==> src/verilog/bmt_regs.svh <==
// Register offsets, field positions, reset values and timing counts of the battery monitor.
// What this block does
// - Pre-low-power search starts at range code 11.
// - Step 000 moves down to next range.
// - No non-zero step found writes 00 000.
// - Writing trigger bit one reruns the search.
// - Range code reports the ten-percent band.
// - Step code reports position within band.
// - Trigger bit always reads back zero.
// - Bit 7 zero enables input-sag guard.
// - Threshold is 4.2 V plus 100 mV/code.
// - Half-speed bit halves timer outside CC/CV.
// - Limit codes 30 min, 3 h, 9 h, off.
// - Sag and timer register resets to 0x42.
// - Defaults hold until the host writes.
`ifndef BMT_REGS_SVH
`define BMT_REGS_SVH

`define BMT_ADDR_MONITOR      8'h0A
`define BMT_ADDR_SAG_TIMER    8'h0B

`define BMT_MON_TRIGGER_BIT   7
`define BMT_MON_RANGE_HI      6
`define BMT_MON_RANGE_LO      5
`define BMT_MON_STEP_HI       4
`define BMT_MON_STEP_LO       2

`define BMT_SAG_OFF_BIT       7
`define BMT_SAG_CODE_HI       6
`define BMT_SAG_CODE_LO       4
`define BMT_HALF_BIT          3
`define BMT_LIMIT_HI          2
`define BMT_LIMIT_LO          1

`define BMT_SAG_TIMER_RESET   8'h42
`define BMT_RANGE_TOP         2'h3
`define BMT_RANGE_BOTTOM      2'h0
`define BMT_STEP_NONE         3'h0

`define BMT_SAG_BASE_MV       13'h1068
`define BMT_SAG_LSB_MV        13'h0064

`define BMT_LIMIT_30MIN       2'h0
`define BMT_LIMIT_3H          2'h1
`define BMT_LIMIT_9H          2'h2
`define BMT_LIMIT_OFF         2'h3
`define BMT_MIN_30MIN         10'h01E
`define BMT_MIN_3H            10'h0B4
`define BMT_MIN_9H            10'h21C

`define BMT_SETTLE_NS         20
`define BMT_CLK_PERIOD_NS     10
`define BMT_SETTLE_CYC        ((`BMT_SETTLE_NS + `BMT_CLK_PERIOD_NS - 1) / `BMT_CLK_PERIOD_NS)

`endif

==> src/verilog/bmt_pkg.sv <==
// Types shared by the battery monitor and timer register logic.
package bmt_pkg;

  typedef enum logic [2:0] {
    SRCH_IDLE   = 3'b001,
    SRCH_SETTLE = 3'b010,
    SRCH_CHECK  = 3'b100
  } bmt_search_state_type;

  typedef logic [1:0] bmt_range_type;
  typedef logic [2:0] bmt_step_type;

endpackage

==> src/verilog/bmt_search.sv <==
// Range and step search of the voltage based battery monitor.
`timescale 1ns/1ps
`default_nettype none
`include "bmt_regs.svh"

module bmt_search (
  input  wire logic             clk,
  input  wire logic             rstn,
  input  wire logic             startPulse,
  input  wire bmt_pkg::bmt_step_type stepIn,
  output logic                  busy,
  output bmt_pkg::bmt_range_type probeRange,
  output logic                  donePulse,
  output bmt_pkg::bmt_range_type resultRange,
  output bmt_pkg::bmt_step_type resultStep
);
  import bmt_pkg::*;

  localparam logic [3:0] SETTLE_LAST = 4'(`BMT_SETTLE_CYC - 1);

  bmt_search_state_type stateFf;
  bmt_search_state_type nxt_state;
  bmt_range_type        rangeFf;
  bmt_range_type        nxt_range;
  logic [3:0]           settleFf;
  logic                 doneFf;
  bmt_range_type        resRangeFf;
  bmt_step_type         resStepFf;

  wire stepFound  = (stepIn != `BMT_STEP_NONE);
  wire atBottom   = (rangeFf == `BMT_RANGE_BOTTOM);
  wire settleDone = (settleFf == SETTLE_LAST);
  wire finish     = (stateFf == SRCH_CHECK) && (stepFound || atBottom);

  // ****************************************************************
  // Next state.
  // ****************************************************************
  always_comb begin
    nxt_state = stateFf;
    nxt_range = rangeFf;
    case (stateFf)
      SRCH_IDLE: begin
        if (startPulse) begin
          nxt_state = SRCH_SETTLE;
          nxt_range = `BMT_RANGE_TOP;
        end
      end
      SRCH_SETTLE: begin
        if (settleDone) begin
          nxt_state = SRCH_CHECK;
        end
      end
      SRCH_CHECK: begin
        if (finish) begin
          nxt_state = SRCH_IDLE;
        end else begin
          nxt_state = SRCH_SETTLE;
          nxt_range = rangeFf - 2'h1;
        end
      end
      default: begin
        nxt_state = SRCH_IDLE;
      end
    endcase
  end

  // ****************************************************************
  // State, settle counter and held result.
  // ****************************************************************
  always_ff @(posedge clk or negedge rstn) begin
    if (!rstn) begin
      stateFf  <= SRCH_IDLE;
      rangeFf  <= `BMT_RANGE_TOP;
      settleFf <= 4'h0;
    end else begin
      stateFf  <= nxt_state;
      rangeFf  <= nxt_range;
      settleFf <= (stateFf == SRCH_SETTLE && !settleDone) ? settleFf + 4'h1 : 4'h0;
    end
  end

  always_ff @(posedge clk or negedge rstn) begin
    if (!rstn) begin
      doneFf     <= 1'b0;
      resRangeFf <= `BMT_RANGE_BOTTOM;
      resStepFf  <= `BMT_STEP_NONE;
    end else begin
      doneFf <= finish;
      if (finish) begin
        // A bottom range with step 000 leaves 00 000, matching the no-find case.
        resRangeFf <= rangeFf;
        resStepFf  <= stepIn;
      end
    end
  end

  assign busy        = (stateFf != SRCH_IDLE);
  assign probeRange  = rangeFf;
  assign donePulse   = doneFf;
  assign resultRange = resRangeFf;
  assign resultStep  = resStepFf;

endmodule
`default_nettype wire

==> src/verilog/bmt_top.sv <==
// Battery monitor register and input-sag/safety-timer control register.
`timescale 1ns/1ps
`default_nettype none
`include "bmt_regs.svh"

module bmt_top (
  input  wire logic                  clk,
  input  wire logic                  rstn,
  input  wire logic                  regWrEn,
  input  wire logic                  regRdEn,
  input  wire logic [7:0]            regAddr,
  input  wire logic [7:0]            regWrData,
  output logic [7:0]                 regRdData,
  input  wire logic                  lowPowerEntry,
  input  wire bmt_pkg::bmt_step_type stepIn,
  output bmt_pkg::bmt_range_type     probeRange,
  output logic                       searchBusy,
  output logic                       searchDone,
  input  wire logic                  timerTickIn,
  input  wire logic                  ccOrCvActive,
  output logic                       safetyTick,
  output logic                       inputSagGuardEn,
  output logic [12:0]                inputSagThresholdMv,
  output logic [1:0]                 safetyLimitSelect,
  output logic [9:0]                 safetyLimitMinutes,
  output logic                       safetyTimerOff
);
  import bmt_pkg::*;

  // ****************************************************************
  // Register decode.
  // ****************************************************************
  logic [7:0]   sagTimerFf;
  logic [7:0]   rdDataFf;
  logic         probeBusyFf;
  logic         doneOutFf;
  bmt_range_type probeRangeFf;
  logic         halfPhaseFf;
  logic         safetyTickFf;
  logic         guardEnFf;
  logic [12:0]  sagMvFf;
  logic [1:0]   limitSelFf;
  logic [9:0]   limitMinFf;
  logic         timerOffFf;

  wire           srchBusy;
  wire           srchDone;
  bmt_range_type srchProbe;
  bmt_range_type resRange;
  bmt_step_type  resStep;

  wire hitMonitor  = (regAddr == `BMT_ADDR_MONITOR);
  wire hitSagTimer = (regAddr == `BMT_ADDR_SAG_TIMER);
  wire trigWrite   = regWrEn && hitMonitor && regWrData[`BMT_MON_TRIGGER_BIT];
  wire startSearch = (trigWrite || lowPowerEntry) && !srchBusy;

  // Trigger bit reads 0; the low two bits are unused and read 0.
  wire [7:0] monitorView = {1'b0, resRange, resStep, 2'b00};
  wire [7:0] rdMux = hitMonitor  ? monitorView :
                     hitSagTimer ? sagTimerFf  : 8'h00;

  wire [2:0]  sagCode   = sagTimerFf[`BMT_SAG_CODE_HI:`BMT_SAG_CODE_LO];
  wire [12:0] sagMv     = `BMT_SAG_BASE_MV + 13'(sagCode) * `BMT_SAG_LSB_MV;
  wire        halfEn    = sagTimerFf[`BMT_HALF_BIT];
  wire [1:0]  limitCode = sagTimerFf[`BMT_LIMIT_HI:`BMT_LIMIT_LO];
  wire        halfSlow  = halfEn && !ccOrCvActive;
  wire        tickPass  = timerTickIn && (!halfSlow || halfPhaseFf);
  wire [9:0]  limitMin  = (limitCode == `BMT_LIMIT_30MIN) ? `BMT_MIN_30MIN :
                          (limitCode == `BMT_LIMIT_3H)    ? `BMT_MIN_3H    :
                          (limitCode == `BMT_LIMIT_9H)    ? `BMT_MIN_9H    : 10'h000;

  bmt_search u_search (
    .clk         (clk),
    .rstn        (rstn),
    .startPulse  (startSearch),
    .stepIn      (stepIn),
    .busy        (srchBusy),
    .probeRange  (srchProbe),
    .donePulse   (srchDone),
    .resultRange (resRange),
    .resultStep  (resStep)
  );

  // ****************************************************************
  // Writable register and read data.
  // ****************************************************************
  always_ff @(posedge clk or negedge rstn) begin
    if (!rstn) begin
      sagTimerFf <= `BMT_SAG_TIMER_RESET;
    end else if (regWrEn && hitSagTimer) begin
      sagTimerFf <= {regWrData[7:1], 1'b0};
    end
  end

  always_ff @(posedge clk or negedge rstn) begin
    if (!rstn) begin
      rdDataFf <= 8'h00;
    end else if (regRdEn) begin
      rdDataFf <= rdMux;
    end
  end

  // ****************************************************************
  // Search status to the pins.
  // ****************************************************************
  always_ff @(posedge clk or negedge rstn) begin
    if (!rstn) begin
      probeBusyFf  <= 1'b0;
      doneOutFf    <= 1'b0;
      probeRangeFf <= `BMT_RANGE_TOP;
    end else begin
      probeBusyFf  <= srchBusy;
      doneOutFf    <= srchDone;
      probeRangeFf <= srchProbe;
    end
  end

  // ****************************************************************
  // Input-sag guard and safety timer controls.
  // ****************************************************************
  always_ff @(posedge clk or negedge rstn) begin
    if (!rstn) begin
      halfPhaseFf  <= 1'b0;
      safetyTickFf <= 1'b0;
    end else begin
      safetyTickFf <= tickPass;
      if (timerTickIn && halfSlow) begin
        halfPhaseFf <= !halfPhaseFf;
      end else if (!halfSlow) begin
        halfPhaseFf <= 1'b0;
      end
    end
  end

  always_ff @(posedge clk or negedge rstn) begin
    if (!rstn) begin
      guardEnFf  <= 1'b0;
      sagMvFf    <= 13'h0000;
      limitSelFf <= 2'h0;
      limitMinFf <= 10'h000;
      timerOffFf <= 1'b0;
    end else begin
      guardEnFf  <= !sagTimerFf[`BMT_SAG_OFF_BIT];
      sagMvFf    <= sagMv;
      limitSelFf <= limitCode;
      limitMinFf <= limitMin;
      timerOffFf <= (limitCode == `BMT_LIMIT_OFF);
    end
  end

  assign regRdData           = rdDataFf;
  assign probeRange          = probeRangeFf;
  assign searchBusy          = probeBusyFf;
  assign searchDone          = doneOutFf;
  assign safetyTick          = safetyTickFf;
  assign inputSagGuardEn     = guardEnFf;
  assign inputSagThresholdMv = sagMvFf;
  assign safetyLimitSelect   = limitSelFf;
  assign safetyLimitMinutes  = limitMinFf;
  assign safetyTimerOff      = timerOffFf;

endmodule
`default_nettype wire

==> config.mk <==
export PLATFORM = sky130hd
export DESIGN_NAME = bmt_top
export DESIGN_NICKNAME = d
export VERILOG_FILES = /design/src/verilog/bmt_pkg.sv /design/src/verilog/bmt_search.sv /design/src/verilog/bmt_top.sv
export VERILOG_INCLUDE_DIRS = /design/src /design/src/verilog
export SDC_FILE = /design/constraint.sdc
export NUM_CORES = 1
export LEC_CHECK = 0
export BUFFER_PORTS_ARGS = -buffer_cell sky130_fd_sc_hd__clkbuf_2
export CAP_MARGIN = 15
export CORE_UTILIZATION = 45
export CTS_BUF_LIST = sky130_fd_sc_hd__clkbuf_16
export CTS_CLUSTER_DIAMETER = 120
export DETAILED_ROUTE_END_ITERATION = 8
export PLACE_DENSITY = 0.67
export SLEW_MARGIN = 40
export SYNTH_ARGS = -nofsm -noshare
export SYNTH_HDL_FRONTEND = slang
export SYNTH_SLANG_ARGS = --single-unit
==> constraint.sdc <==
create_clock -name clk -period 2.7 [get_ports clk]
set_input_delay 0.27 -clock clk [delete_from_list [all_inputs] [get_ports clk]]
set_output_delay 0.27 -clock clk [all_outputs]
set_load 0.01 [all_outputs]
==> summary.md <==
| Metric | Value |
|---|---|
| Status | complete, no violations |
| Max Clock Freq | 547 MHz |
| Critical Path End Type | flip-flop |
| Slowest stage delay, CP | 0.58 ns |
| Row count | 25 |
| Placer Congestion | 0.746 |
| Area Overhead vs Synth | 22.0% |
| Die area | 5240 um2 |
| Largest net degree at the start of global routing | 38 |
| VDD IR-drop max | 0.000365 V |
| Post-CTS Setup Bufs | 0 |
| Final hold vios | 0 |
| RSZ-0062 raised after global routing | false |
| TritonCTS clock tree | built |
| Post-CTS Resized | 0 |
| Post-synthesis register bit count | 54 |
| Post-route insts no fill | 301 |
| Clock Path Buffers | 2 |
| Nets | 269 |
| Pre-CTS setup slack | around 0.9 ns |
| Most frequent cells in the layout | clkbuf_2 (57), dfrtp_1 (47), inv_1 (11) |
| Setup CP Type | reg -> reg |
| Crit path buffers/inverters | 1 |
| Final WS setup | 0.873 ns |
| Area leader, netlist | dfrtp_1 |
| Dpl hpwl | 2740 um |
| CP Cell Sequence | inv_1 -> ha_1 -> or4_1 -> nand2_2 -> mux2_2 |
| Synth async-reset ratio | 100% |
| Filler cell count | about 440 |
| Period utilisation layout | 67.7% |
| Ratio of cells with drive above 1 in the final layout | 37.6% |
| Number of global-route vias before repair | 1298 |
| Setup violations, final | 0 |
| CTS Hold Bufs | 1 |
| Max Cap Viol | 0 |
| Crit path max-delay cell type | dfstp_2 |
| Register area share after synthesis | around three fifths |
| Antenna Nets Post-Route | 0 |
| FF-to-FF setup slack | 0.87 ns |
| Worst Tran Pin Value | 0.649 ns |
| EDFF count, synth | 0 |
| Post-route DRC | 0 |
| Initial antenna violation count | 0 |
| Family with the most delay on the worst path | flip-flops |
| Worst EP arrival | 2.00 ns |
| Slew headroom | 56.3% |
| Port Buffer Count | 57 |
| Final Slew Violations | 0 |
| Die width | 72.4 um |
| Placeable Area | 4750 um2 |
| Mapped Cells | 171 |
| Worst hold-check path type | in -> reg |
| Height of the die | 72.4 um |
| Share of the synthesized area in the top cell type | 52.8% |
| Clk sinks | 54 |
| Worst-path fanout max | 5 |
| LEAKAGE | 1.43 nW |
| DRT Pass-1 Iters | 2 |
| Fin Clk Skew | 0.00614 ns |
| Power density cells | 679 nW/um2 |
| H-Tree Depth | 2 |
| Synthesized area per cell | 13.0 um2 |
| Starting density of the core | 46.9% |
| Vias per cell | 4.63 |
| Num CTS Buffers | 5 |
| Tmin final | 1.83 ns |
| Total gr overflow | 0 |
| Worst EP required | 2.87 ns |
| Synth cell types | 41 |
| IO Pins | 66 |
| Number of diodes | 0 |
| Setup TNS | 0 ns |
| Overall routing resource usage | roughly 15% |
| WL final | 3680 um |
| Placed insts | 292 |
| Worst Setup Start Kind | flip-flop |
| Clk pin slew, worst setup/hold paths | 0.07 ns |
| Top post-synthesis cells by area | dfrtp_1 (53%), dfstp_2 (8.3%), ha_1 (5.6%) |
| Post-synth top flop | dfrtp_1 |
| Starting DRT DRC Count | 50 |
| Cell Area, Synth | 2230 um2 |
| First-pass GRT wire length | 5910 um |
| Overall via count from detail_route | 1393 |
| Root buffer cell | clkbuf_16 |
| Clk Latency, worst-skew pair | 0.29 ns |
| Commonest non-fill, non-tap cell in the layout | clkbuf_2 |
| Synth Warn # | 0 |
| Per-cell routed wire length | 12.2 um |
state kept, by name, indices dropped and copies added (netlist names), 2 cells and up:
name / flops
regRdData: 7
sagTimerFf: 7
u_search.settleFf: 4
u_search.probeRange: 2
inputSagThresholdMv: 10
safetyLimitMinutes: 5
u_search.stateFf: 3
u_search.resultRange: 2
u_search.resultStep: 3
safetyLimitSelect: 2
probeRange: 2
synth_stat cells, types with 2 or more instances:
master,count
nor4b_1,2
xor2_1,5
conb_1,2
ha_1,10
nand2_1,6
dfstp_2,7
buf_4,9
nor2b_1,10
inv_1,11
mux2_2,9
xnor2_1,4
nand4_1,3
a221o_1,5
a21oi_1,3
nor2_1,9
a22o_1,3
dfrtp_1,47
and3_1,3
area by class of cell:
| cell class | count | area, um2 | share of cell area [%] |
|---|---|---|---|
| Sequential cell | 54 | 1360 | 50.0 |
| Multi-Input combinational cell | 101 | 774 | 28.5 |
| Timing Repair Buffer | 59 | 303 | 11.1 |
| Clock buffer | 5 | 125 | 4.60 |
| Tap cell | 67 | 83.8 | 3.08 |
| Inverter | 12 | 45.0 | 1.66 |
| Clock inverter | 3 | 26.3 | 0.967 |
worst paths after layout:
check / start / endpoint / cells past startpoint
max reg2reg: u_search.probeRange[0] / u_search.resultRange[1] / 5
max in group asynchronous: rstn / u_search.probeRange[0] / 3
min reg2reg: u_search.donePulse / searchDone / 0
max: u_search.probeRange[0] / u_search.resultRange[1] / 5
min in group asynchronous: rstn / inputSagThresholdMv[3] / 2
min: timerTickIn / safetyTick / 2
metal layers:
layer / vias up / GRT usage, % / part of all wire [%]
li1: 694 / - / -
met1: 653 / 18.7 / 44
met2: 39 / 24.8 / 49
met3: 7 / 4.17 / 4.8
met4: 0 / 7.19 / 1.8
met5: - / 0 / 0
per-stage QoR:
stage          utilization (%)  hold WS (ns)  instance area [um2]  power [mW]
2_1_floorplan                -       -0.0256                 2250        1.13
6_report                  57.2         0.205                 2720        1.84
3_5_place_dp              53.8         0.231                 2560        1.22
3_3_place_gp              53.8         0.232                 2560        1.22
4_1_cts                   57.2         0.204                 2720        1.87
5_1_grt                   57.2         0.211                 2720        1.93
logic make-up (layout without fill, tap and decap cells):
kind of cell               count (synthesis)  after routing  share of synthesized area (%)
DFF                                       54             54                           61.0
buffers and inverters                     22             79                           5.22
muxes                                     10             10                           5.22
adders and majority gates                 10             10                           5.61
and+or+nand+nor                           45             45                           12.0
xor gates and xnor gates                   9              9                           3.54
AOI/OAI and AO/OA                         19             19                           7.08
other                                      2              8                          0.337
where the power goes:
group	internal, mW	switching, mW
Clock	0.352	0.288
Sequential	0.906	0.0606
Combinational	0.119	0.119
Power figures use the tool's default switching activity.
